<file path="config.mk">
export PLATFORM = sky130hd
export DESIGN_NAME = iesx_exec
export DESIGN_NICKNAME = d
export VERILOG_FILES = /design/src/rtl/iesx_pkg.sv /design/src/rtl/iesx_exec.sv /design/src/rtl/iesx_bitop.sv /design/src/rtl/iesx_adder.sv
export SDC_FILE = /design/constraint.sdc
export NUM_CORES = 1
export LEC_CHECK = 0
export BUFFER_PORTS_ARGS = -buffer_cell sky130_fd_sc_hd__buf_2
export CAP_MARGIN = 20
export CORE_MARGIN = 4
export CORE_UTILIZATION = 55
export DETAILED_ROUTE_END_ITERATION = 7
export PLACE_DENSITY = 0.94
export SLEW_MARGIN = 5
export SYNTH_ARGS = -nofsm -noshare
export SYNTH_HDL_FRONTEND = slang
export SYNTH_HIERARCHICAL = 1
export SYNTH_SLANG_ARGS = --single-unit
</file>
<file path="constraint.sdc">
create_clock -name SYS_CLK -period 8.1 [get_ports SYS_CLK]
set_input_delay 2.43 -clock SYS_CLK [delete_from_list [all_inputs] [get_ports SYS_CLK]]
set_output_delay 2.43 -clock SYS_CLK [all_outputs]
set_load 0.005 [all_outputs]
</file>
<file path="src/rtl/iesx_pkg.sv">
// Purpose: Shared constants and types for the instruction execution slice.
// Assumes: One core clock; program ROM of 3K words in 256-word pages.
// Notes:   Opcode values are local to this slice and decoded upstream.
package iesx_pkg;

	localparam int unsigned DATA_W  = 8;
	localparam int unsigned ROM_W   = 16;
	localparam int unsigned ROM_AW  = 12;
	localparam int unsigned PAGE_W  = 4;
	localparam int unsigned BITSEL_W = 3;

	localparam logic [7:0]        ALL_ONES      = 8'hFF;
	localparam logic [7:0]        NULL_BYTE     = 8'h00;
	localparam logic [PAGE_W-1:0] LAST_PAGE     = 4'hB;
	localparam logic [7:0]        ACC_RESET     = 8'h00;
	localparam logic [7:0]        TBL_HI_RESET  = 8'h00;
	localparam logic              ZERO_RESET    = 1'b0;

	// Nibble field positions.
	localparam int unsigned NIB_LO_MSB = 3;
	localparam int unsigned NIB_HI_LSB = 4;
	localparam int unsigned NIB_HI_MSB = 7;

	typedef enum logic [4:0] {
		OP_SET_BYTE      = 5'h00,
		OP_SET_BIT       = 5'h01,
		OP_INC_SKIP      = 5'h02,
		OP_INC_ACC_SKIP  = 5'h03,
		OP_BIT_ONE_SKIP  = 5'h04,
		OP_MINUS_ACC     = 5'h05,
		OP_MINUS_STORE   = 5'h06,
		OP_MINUS_IMM     = 5'h07,
		OP_NIBBLE_XCHG   = 5'h08,
		OP_NIBBLE_ACC    = 5'h09,
		OP_NULL_SKIP     = 5'h0A,
		OP_LOAD_SKIP     = 5'h0B,
		OP_BIT_ZERO_SKIP = 5'h0C,
		OP_TBL_CUR_PAGE  = 5'h0D,
		OP_TBL_LAST_PAGE = 5'h0E,
		OP_XOR_ACC       = 5'h0F,
		OP_XOR_STORE     = 5'h10,
		OP_XOR_IMM       = 5'h11
	} iesx_op_t;

	typedef enum logic [1:0] {
		ST_IDLE     = 2'h0,
		ST_ROM_REQ  = 2'h1,
		ST_ROM_WAIT = 2'h3,
		ST_DUMMY    = 2'h2
	} iesx_state_t;

endpackage

</file>
<file path="src/rtl/iesx_exec.sv">
// Purpose: Execution slice for byte/bit set, skip tests, subtract, nibble
//          exchange, table read and exclusive-or of an 8-bit core.
// Assumes: MEM_RDATA holds the addressed byte in the cycle an op is offered;
//          ROM_DATA is valid the cycle after ROM_REQ.
// Notes:   A taken skip costs one dummy cycle in which EXEC_READY is low.
//
// What this block does
// - Byte set writes all ones to the addressed memory byte.
// - Bit set forces only the selected bit to one.
// - Increment memory, write back, skip when the sum is zero.
// - Increment into working register, memory untouched, skip on zero.
// - Taken skip discards prefetched instruction with a dummy cycle.
// - Skip when the selected memory bit is one; memory unchanged.
// - Working minus memory as W plus complement plus one into W.
// - Same subtract, result written back into memory.
// - Working minus immediate as W plus complement plus one into W.
// - Exchange nibbles of the memory byte in place.
// - Exchanged nibbles go to working register, memory unchanged.
// - Skip when the whole memory byte is zero; memory unchanged.
// - Copy memory byte to working register, skip when it is zero.
// - Skip when the selected memory bit is zero.
// - Table read from current page: low byte to memory, high byte held.
// - Table read from last page: low byte to memory, high byte held.
// - Exclusive-or of working register and memory into working register.
// - Exclusive-or of working register and memory into memory.
// - Exclusive-or of working register and immediate into working.
// - Every exclusive-or form updates the zero flag from its result.
`timescale 1ns/1ns
module iesx_exec
	import iesx_pkg::*;
(
	input  wire logic                SYS_CLK,
	input  wire logic                RST,
	input  wire logic                EXEC_VALID,
	input  wire logic [4:0]          EXEC_OP,
	input  wire logic [BITSEL_W-1:0] EXEC_BIT,
	input  wire logic [DATA_W-1:0]   EXEC_IMM,
	input  wire logic [DATA_W-1:0]   MEM_RDATA,
	input  wire logic [PAGE_W-1:0]   PC_PAGE,
	input  wire logic [DATA_W-1:0]   TABLE_POINTER,
	input  wire logic [ROM_W-1:0]    ROM_DATA,
	input  wire logic                ACC_LOAD,
	input  wire logic [DATA_W-1:0]   ACC_DIN,
	output logic                     EXEC_READY,
	output logic                     MEM_WE,
	output logic      [DATA_W-1:0]   MEM_WDATA,
	output logic      [DATA_W-1:0]   ACC,
	output logic                     ZERO_FLAG,
	output logic                     SKIP_NEXT,
	output logic                     ROM_REQ,
	output logic      [ROM_AW-1:0]   ROM_ADDR,
	output logic      [DATA_W-1:0]   TABLE_HIGH_BYTE
);

	// ************************************************************
	// Declarations
	// ************************************************************

	iesx_state_t       state;
	iesx_state_t       next_state;
	iesx_op_t          op;
	logic              take;
	logic              op_legal;

	logic [DATA_W-1:0] add_a;
	logic [DATA_W-1:0] add_b;
	logic [DATA_W-1:0] add_sum;
	logic              add_zero;

	logic [DATA_W-1:0] bit_set_val;
	logic              bit_val;
	logic [DATA_W-1:0] swapped;
	logic [DATA_W-1:0] xor_mem;
	logic [DATA_W-1:0] xor_imm;

	logic              next_mem_we;
	logic [DATA_W-1:0] next_mem_wdata;
	logic              next_acc_we;
	logic [DATA_W-1:0] next_acc;
	logic              next_zero_we;
	logic              next_zero;
	logic              next_skip;
	logic              next_tbl;
	logic [PAGE_W-1:0] next_page;

	// ************************************************************
	// Operand paths
	// ************************************************************

	assign op         = iesx_op_t'(EXEC_OP);
	assign EXEC_READY = (state == ST_IDLE);
	assign take       = EXEC_VALID && EXEC_READY && op_legal;

	iesx_bitop u_bitop (
		.data    (MEM_RDATA),
		.sel     (EXEC_BIT),
		.set_val (bit_set_val),
		.bit_val (bit_val)
	);

	// The adder serves both increments and all subtracts.
	always_comb begin
		add_a = MEM_RDATA;
		add_b = NULL_BYTE;
		unique case (op)
			OP_MINUS_ACC, OP_MINUS_STORE: begin
				add_a = ACC;
				add_b = ~MEM_RDATA;
			end
			OP_MINUS_IMM: begin
				add_a = ACC;
				add_b = ~EXEC_IMM;
			end
			default: begin
				add_a = MEM_RDATA;
				add_b = NULL_BYTE;
			end
		endcase
	end

	iesx_adder u_adder (
		.a       (add_a),
		.b       (add_b),
		.cin     (1'b1),
		.sum     (add_sum),
		.is_zero (add_zero)
	);

	assign swapped = {MEM_RDATA[NIB_LO_MSB:0], MEM_RDATA[NIB_HI_MSB:NIB_HI_LSB]};
	assign xor_mem = ACC ^ MEM_RDATA;
	assign xor_imm = ACC ^ EXEC_IMM;

	// ************************************************************
	// Operation decode
	// ************************************************************

	always_comb begin
		op_legal       = 1'b1;
		next_mem_we    = 1'b0;
		next_mem_wdata = MEM_RDATA;
		next_acc_we    = 1'b0;
		next_acc       = ACC;
		next_zero_we   = 1'b0;
		next_zero      = ZERO_FLAG;
		next_skip      = 1'b0;
		next_tbl       = 1'b0;
		next_page      = PC_PAGE;
		unique case (op)
			OP_SET_BYTE: begin
				next_mem_we    = 1'b1;
				next_mem_wdata = ALL_ONES;
			end
			OP_SET_BIT: begin
				next_mem_we    = 1'b1;
				next_mem_wdata = bit_set_val;
			end
			OP_INC_SKIP: begin
				next_mem_we    = 1'b1;
				next_mem_wdata = add_sum;
				next_skip      = add_zero;
			end
			OP_INC_ACC_SKIP: begin
				next_acc_we = 1'b1;
				next_acc    = add_sum;
				next_skip   = add_zero;
			end
			OP_BIT_ONE_SKIP: begin
				next_skip = bit_val;
			end
			OP_MINUS_ACC: begin
				next_acc_we = 1'b1;
				next_acc    = add_sum;
			end
			OP_MINUS_STORE: begin
				next_mem_we    = 1'b1;
				next_mem_wdata = add_sum;
			end
			OP_MINUS_IMM: begin
				next_acc_we = 1'b1;
				next_acc    = add_sum;
			end
			OP_NIBBLE_XCHG: begin
				next_mem_we    = 1'b1;
				next_mem_wdata = swapped;
			end
			OP_NIBBLE_ACC: begin
				next_acc_we = 1'b1;
				next_acc    = swapped;
			end
			OP_NULL_SKIP: begin
				next_skip = (MEM_RDATA == NULL_BYTE);
			end
			OP_LOAD_SKIP: begin
				next_acc_we = 1'b1;
				next_acc    = MEM_RDATA;
				next_skip   = (MEM_RDATA == NULL_BYTE);
			end
			OP_BIT_ZERO_SKIP: begin
				next_skip = !bit_val;
			end
			OP_TBL_CUR_PAGE: begin
				next_tbl  = 1'b1;
				next_page = PC_PAGE;
			end
			OP_TBL_LAST_PAGE: begin
				next_tbl  = 1'b1;
				next_page = LAST_PAGE;
			end
			OP_XOR_ACC: begin
				next_acc_we  = 1'b1;
				next_acc     = xor_mem;
				next_zero_we = 1'b1;
				next_zero    = (xor_mem == NULL_BYTE);
			end
			OP_XOR_STORE: begin
				next_mem_we    = 1'b1;
				next_mem_wdata = xor_mem;
				next_zero_we   = 1'b1;
				next_zero      = (xor_mem == NULL_BYTE);
			end
			OP_XOR_IMM: begin
				next_acc_we  = 1'b1;
				next_acc     = xor_imm;
				next_zero_we = 1'b1;
				next_zero    = (xor_imm == NULL_BYTE);
			end
			default: begin
				op_legal = 1'b0;
			end
		endcase
	end

	// ************************************************************
	// Sequencer
	// ************************************************************

	// A taken skip spends one dummy cycle; a table read waits for ROM.
	always_comb begin
		next_state = state;
		unique case (state)
			ST_IDLE: begin
				if (take && next_tbl) begin
					next_state = ST_ROM_REQ;
				end else if (take && next_skip) begin
					next_state = ST_DUMMY;
				end
			end
			ST_ROM_REQ: begin
				next_state = ST_ROM_WAIT;
			end
			ST_ROM_WAIT: begin
				next_state = ST_IDLE;
			end
			ST_DUMMY: begin
				next_state = ST_IDLE;
			end
		endcase
	end

	always_ff @(posedge SYS_CLK or posedge RST) begin
		if (RST) begin
			state <= ST_IDLE;
		end else begin
			state <= next_state;
		end
	end

	// The prefetched instruction is flagged for discard in the dummy cycle.
	always_ff @(posedge SYS_CLK or posedge RST) begin
		if (RST) begin
			SKIP_NEXT <= 1'b0;
		end else begin
			SKIP_NEXT <= take && next_skip;
		end
	end

	// ************************************************************
	// Program ROM access
	// ************************************************************

	always_ff @(posedge SYS_CLK or posedge RST) begin
		if (RST) begin
			ROM_REQ <= 1'b0;
		end else begin
			ROM_REQ <= take && next_tbl;
		end
	end

	always_ff @(posedge SYS_CLK or posedge RST) begin
		if (RST) begin
			ROM_ADDR <= '0;
		end else if (take && next_tbl) begin
			ROM_ADDR <= {next_page, TABLE_POINTER};
		end
	end

	always_ff @(posedge SYS_CLK or posedge RST) begin
		if (RST) begin
			TABLE_HIGH_BYTE <= TBL_HI_RESET;
		end else if (state == ST_ROM_WAIT) begin
			TABLE_HIGH_BYTE <= ROM_DATA[ROM_W-1:DATA_W];
		end
	end

	// ************************************************************
	// Data memory write port
	// ************************************************************

	always_ff @(posedge SYS_CLK or posedge RST) begin
		if (RST) begin
			MEM_WE <= 1'b0;
		end else begin
			MEM_WE <= (take && next_mem_we) || (state == ST_ROM_WAIT);
		end
	end

	always_ff @(posedge SYS_CLK or posedge RST) begin
		if (RST) begin
			MEM_WDATA <= NULL_BYTE;
		end else if (state == ST_ROM_WAIT) begin
			MEM_WDATA <= ROM_DATA[DATA_W-1:0];
		end else if (take && next_mem_we) begin
			MEM_WDATA <= next_mem_wdata;
		end
	end

	// ************************************************************
	// Working register and zero flag
	// ************************************************************

	// An executed op has priority over a load from the rest of the core.
	always_ff @(posedge SYS_CLK or posedge RST) begin
		if (RST) begin
			ACC <= ACC_RESET;
		end else if (take && next_acc_we) begin
			ACC <= next_acc;
		end else if (ACC_LOAD) begin
			ACC <= ACC_DIN;
		end
	end

	always_ff @(posedge SYS_CLK or posedge RST) begin
		if (RST) begin
			ZERO_FLAG <= ZERO_RESET;
		end else if (take && next_zero_we) begin
			ZERO_FLAG <= next_zero;
		end
	end

endmodule

</file>
<file path="src/rtl/iesx_bitop.sv">
// Purpose: Bit position decode for bit set and bit test operations.
// Assumes: Select field covers bit positions zero through seven.
// Notes:   Purely combinational.
`timescale 1ns/1ns
module iesx_bitop
	import iesx_pkg::*;
(
	input  wire logic [DATA_W-1:0]   data,
	input  wire logic [BITSEL_W-1:0] sel,
	output logic      [DATA_W-1:0]   set_val,
	output logic                     bit_val
);

	logic [DATA_W-1:0] mask;

	always_comb begin
		mask      = '0;
		mask[sel] = 1'b1;
	end

	assign set_val = data | mask;
	assign bit_val = data[sel];

endmodule

</file>
<file path="src/rtl/iesx_adder.sv">
// Purpose: Eight-bit adder with carry in and zero detect.
// Assumes: Operands are prepared by the caller (complement, constant).
// Notes:   Carry out is not needed by this slice and is dropped on purpose.
`timescale 1ns/1ns
module iesx_adder
	import iesx_pkg::*;
(
	input  wire logic [DATA_W-1:0] a,
	input  wire logic [DATA_W-1:0] b,
	input  wire logic              cin,
	output logic      [DATA_W-1:0] sum,
	output logic                   is_zero
);

	logic [DATA_W:0] full;

	assign full    = {1'b0, a} + {1'b0, b} + {{DATA_W{1'b0}}, cin};
	assign sum     = full[DATA_W-1:0];
	assign is_zero = (sum == NULL_BYTE);

endmodule

</file>
**Word-level counts from Yosys, hierarchy flattened**

Index checks and enable logic that the tools add are counted.

- Input bits: 64
- Register bits: 42

- Add/subtract/negate cells: 2
- Mux-type cells: 23
- Reduce and logical (&&, ||, !) cells: 34
- Equal/unequal tests: 22
- Bitwise gates (word level): 5
- Magnitude comparators: 2

Operator list:

| cell | number |
|---|---|
| 8-bit one-hot mux with 5 select lines | 2 |
| 5-bit by 4-bit == test with 1-bit output, second input constant | 8 |
| 8-bit two-way mux | 5 |
| 8-bit zero test | 4 |
| 5-bit by 3-bit == test with 1-bit output, second input constant | 4 |
| 18-bit OR reduction | 1 |
| 8-bit inverter | 2 |
| 8-bit one-hot mux with 2 select lines | 1 |
| 8-bit XOR | 2 |
| 2-bit OR reduction | 7 |
| 5-bit by 2-bit == test with 1-bit output, second input constant | 2 |
| 5-bit == test, second input constant | 2 |
| 3-bit OR reduction | 3 |
| 8-bit by 1-bit adder with 8-bit output, second input constant | 1 |
| 8-bit adder | 1 |
| 1-bit logical AND | 8 |
| 8-bit bitwise OR | 1 |
| 1-bit two-way mux | 7 |
| 7-bit OR reduction | 1 |
| 6-bit by 2-bit != test with 1-bit output, second input constant | 1 |
| 2-bit one-hot mux with 3 select lines | 1 |
| 2-bit nonzero test | 3 |
| 6-bit OR reduction | 1 |
| 5-bit by 1-bit == test with 1-bit output, second input constant | 1 |
| 16 further kinds | 19 |

**Longest topological paths before layout**

- Depth after elaboration: 11
- Gate-level depth with buffers: 18
- Mapped depth without buffers: 17

**Hierarchy**

The synthesis kept the hierarchy.

By module, submodules not included:

| module | area an instance (um^2) | seq. area each (um^2) | times used | cells each |
|---|---|---|---|---|
| iesx_exec | 2876.5 | 1051.0 | 1 | 296 |
| iesx_adder | 371.6 | 0.0 | 1 | 52 |
| iesx_bitop | 186.4 | 0.0 | 1 | 26 |

**Least setup slack after synthesis**

No wires, ideal clock.

- Path kind: input to register
- Start: input EXEC_OP[4]
- End: register state[1]
- Slack: 1.928 ns
- Arrival time: 6.106 ns
- Data required time: 8.034 ns
- Stages: 18
- Path through: buf_2 -> and2b_1 -> nor2b_1 -> o21ai_2 -> a21o_1 -> o22ai_1 -> inv_1 -> fa_1 -> fa_1 -> nand2b_1 -> a21oi_2 -> xor2_1 -> or4_4 -> nor4_2 -> nor4b_1 -> a41oi_1 -> a211oi_1 -> nand2b_1

- Cells in the longest elaborated chain, start to end: 9
- Elaborated cells on any way between the ends: 38

Ends and longest elaborated chain:

| item | RTL line | source |
|---|---|---|
| start: declaration | iesx_exec.sv:35 | `input wire logic [4:0] EXEC_OP,` |
| 5-bit by 3-bit == test with 1-bit output | iesx_exec.sv:105 | `unique case (op)` |
| 2-bit OR reduction | n/a |  |
| 8-bit one-hot mux with 2 select lines * | iesx_exec.sv:105 |  |
| via add_b[0] | iesx_exec.sv:66 | `logic [DATA_W-1:0] add_b;` |
| 8-bit adder * | iesx_adder.sv:17 | `assign full = {1'b0, a} + {1'b0, b} + {{DATA_W{1'b0}}, cin};` |
| 8-bit by 1-bit adder with 8-bit output * | iesx_adder.sv:17 |  |
| via add_sum[4] | iesx_exec.sv:67 | `logic [DATA_W-1:0] add_sum;` |
| 8-bit zero test * | iesx_adder.sv:19 | `assign is_zero = (sum == NULL_BYTE);` |
| via add_zero | iesx_exec.sv:68 | `logic add_zero;` |
| 1-bit one-hot mux with 4 select lines * | iesx_exec.sv:148 | `unique case (op)` |
| 1-bit logical AND * | iesx_exec.sv:244 | `end else if (take && next_skip) begin` |
| 3-bit by 1-bit != test with 1-bit output (no source line) * | n/a |  |
| end signal: assignment | iesx_exec.sv:264 | `state <= next_state;` |
| end: declaration | iesx_exec.sv:59 | `iesx_state_t state;` |

Mark *: on every way through the listed nets, which the timed path passes. The rest lies on a longest branch.
A chain may end at the register's enable or synchronous reset.

**Final worst setup path**

- Start: input EXEC_OP[2]
- End: register state[1]

The elaborated chain is that of the path after synthesis.

==> flow_summary.yaml <==
timing:
  slew_viol_final: 0
  worst_slew_pin_slew_ns: 0.726
  period_needed_ns: 6.71
  finClkSkew_ns: 0.00386
  fmax_mhz: 149
  rsz0062_at_grt: "false"
  finalHoldViolations: 0
  max_slew_margin: 0.504
  fin_setup_tns_ns: 0
  setup_viol: 0
  finalCritPeriodShare: 0.829
logic_synthesis:
  synth-edff-count: 0
  synth-main-ff-cell: "dfrtp_1"
  ys_seq_area_frac: 0.306
  async_flop_share: 1.00
  synth_top_cell_by_area: "dfrtp_1"
  synth_fp_nets: 446
  synth_seq_cells: 42
  syn_area_um2: 3430
  syn-instance-count: 374
  ys_warn_count: 6
  yosys-top-cells-area: "dfrtp_1 (31%), xor2_1 (5.4%), mux2_2 (5.2%)"
  yosys.area.top_type_share: 0.306
  synth_cell_types: 65
  syn_avg_cell_area_um2: 9.18
finish:
  fin_area_um2: 4000
  diodes: 0
  syn_to_final_growth_pct: 16.5
  layout-drive-gt1-share: 0.335
  fill_cells: 481
  final_nets: 533
worst_hold_path:
  hold_class: "reg -> reg"
routing:
  top_layer: "met4"
  num_vias: 3492
  wl_met1_um: 3840
  wl_met2_um: 4720
  drt-initial-drc-count: 437
  ant_nets: 0
  wl_per_cell_um: 19.6
  firstDrtPassIters: 5
  via_per_inst: 6.50
  wl_met3_um: 1360
  wl_um: 10500
  drc_errors: 0
worst_setup_path:
  required_ns: 8.34
  path_max_fanout: 20
  slowest_stage: "or4_4"
  crit_chain: "buf_2 > and2b_1 > nor2b_1 > o21ai_2 > a21o_1 > o22ai_1 > inv_1 > fa_1 > fa_1 > nand2b_1 > a21oi_2 > xor2_1 > or4_4 > nor4_2 > nor4b_1 > a41oi_1 > a211oi_1 > nand2b_1"
  cp-startpoint: "EXEC_OP[2]"
  r2r_slack_ns: 4.36
  worstReg2RegEnd: "state[1]"
  critPathCapture: "state[1]"
  slowest_delay_ns: 0.55
  worstPathArrival_ns: 6.96
  crit_type: "in -> reg"
  crit_path_end_kind: "register"
  r2r_cells: 13
  timing.rr.start: "ACC[0]"
  cp-start-kind: "input port"
grt:
  antenna_found_initial: 0
  grt_max_degree: 43
  grt_pass1_wl_um: 16300
  track_usage: 0.275
  gr-total-overflow: 0
  grt_pass1_vias: 3295
clocking:
  cts_sinks: 42
  clk_path_buf_depth: 2
  worstSkewPairLatency_ns: 0.30
  cts.root.buffer_cell: "clkbuf_8"
  tritoncts: "done"
  clk_pin_slew_ns: 0.09
  cts_setup_buffers: 0
  numCtsBuffers: 5
  h-tree-depth: 2
  cts_resized: 0
  holdBufCountCts: 0
pwr:
  pwr_density_cell_nw_per_um2: 218
  power.total_uw: 873
  leakage_uw: 0.00181
  ir_drop_v: 0.000163
job:
  max_cap_viol_count: 0
placed_design:
  post-dp-hpwl_um: 8090
  port_buffers: 104
  dpl_cell_area_um2: 3910
  gp_congestion: 1.05
die:
  die_area_um2: 7570
  start_util: 0.573
  die_y_um: 87.0
  io_pins: 105
  row_count: 28
  core-area_um2: 5990
  chipWidth_um: 87.0
outcome:
  status: "complete, no violations"
==> through the flow <==
| step | hold WS [ns] | setup WS [ns] | cells | utilization |
|---|---|---|---|---|
| finish | 0.486 | 1.39 | 537 | 0.668 |
| global route | 0.516 | 1.20 | 537 | 0.668 |
| floorplan | 0.483 | 1.93 | 374 | - |
| global placement | 0.465 | 1.49 | 529 | 0.652 |
| CTS | 0.493 | 1.55 | 537 | 0.668 |
| detailed placement | 0.473 | 1.31 | 529 | 0.652 |
==> critical path, delay by kind of cell <==
kind,cells,cell delay (ns)
simple gates,7,1.98
fa+ha+maj,2,0.85
buf+inv,2,0.43
compound gates,6,1.17
xor+xnor,1,0.10
==> cell usage after synthesis, types with 6 or more instances <==
cell      instances
o221a_2           8
xor2_1           21
a22oi_1           8
nand2_1          23
o22ai_1          15
a21oi_1          12
mux2_2           16
clkbuf_1         10
a22o_1            8
nor2_1           22
ha_1              6
inv_1            15
o21ai_0          12
nand2b_1          9
mux2i_1          14
nand3_1          16
dfrtp_1          42
nor2b_1           9
o21ai_1           8
nor4_1            6
mux2_1            8
==> state kept, by name, summed over array words and instances (netlist names) <==
register         flops
MEM_WE               1
TABLE_HIGH_BYTE      8
ROM_REQ              1
ROM_ADDR            12
ACC                  8
MEM_WDATA            8
SKIP_NEXT            1
ZERO_FLAG            1
state                2
==> kinds of logic after synthesis <==
family	count (synthesis)	synth area share
buf+inv	41	0.0608
simple gates	112	0.189
mux	38	0.119
other cells	1	0.00109
flops	42	0.306
compound gates	106	0.224
fa+ha+maj	8	0.0335
xor+xnor	26	0.0663
==> cell usage in the layout (no fill, tap or decap), types with 9 or more instances in the layout <==
cell type,instances
nand2b_1,9
o22ai_1,15
nand2_1,23
nor2_1,22
buf_2,104
o21ai_0,12
nor2b_1,9
xor2_1,21
mux2i_1,14
a21oi_1,12
nand3_1,16
inv_1,15
mux2_2,16
dfrtp_1,42
==> routing by layer <==
layer,global-route usage,vias up
met4,0.152,0
met5,0,-
met1,0.339,1577
met3,0.0672,66
met2,0.438,287
li1,-,1562
==> worst min-delay path by stage <==
stage	startpoint	slack [ns]	end	depth (start not counted)
3_3_place_gp	ROM_ADDR[0]	0.47	ROM_ADDR[0]	1
4_1_cts	ROM_ADDR[7]	0.49	ROM_ADDR[7]	1
2_1_floorplan	ROM_ADDR[0]	0.48	ROM_ADDR[0]	1
5_1_grt	ROM_ADDR[3]	0.52	ROM_ADDR[3]	1
3_5_place_dp	ROM_ADDR[7]	0.47	ROM_ADDR[7]	1
6_report	ROM_ADDR[7]	0.49	ROM_ADDR[7]	1
==> final cells by class <==
| type | instances | area, um^2 | share of cell area |
|---|---|---|---|
| Clock inverter | 3 | 23.8 | 0.00594 |
| Multi-Input combinational cell | 291 | 2170 | 0.544 |
| Sequential cell | 42 | 1050 | 0.263 |
| Clock buffer | 5 | 68.8 | 0.0172 |
| Timing Repair Buffer | 105 | 528 | 0.132 |
| Inverter | 16 | 60.1 | 0.0150 |
| Tap cell | 75 | 93.8 | 0.0235 |
==> report_power, final <==
part | switching [uW] | internal (uW) | total (uW) | leakage (uW)
combinational | 188 | 183 | 371 | 0.00127
sequential | 64.3 | 298 | 363 | 0.000503
clock | 77.4 | 61.6 | 139 | 0.0000408
total | 329 | 543 | 873 | 0.00181
(Power assumes the default switching activity.)
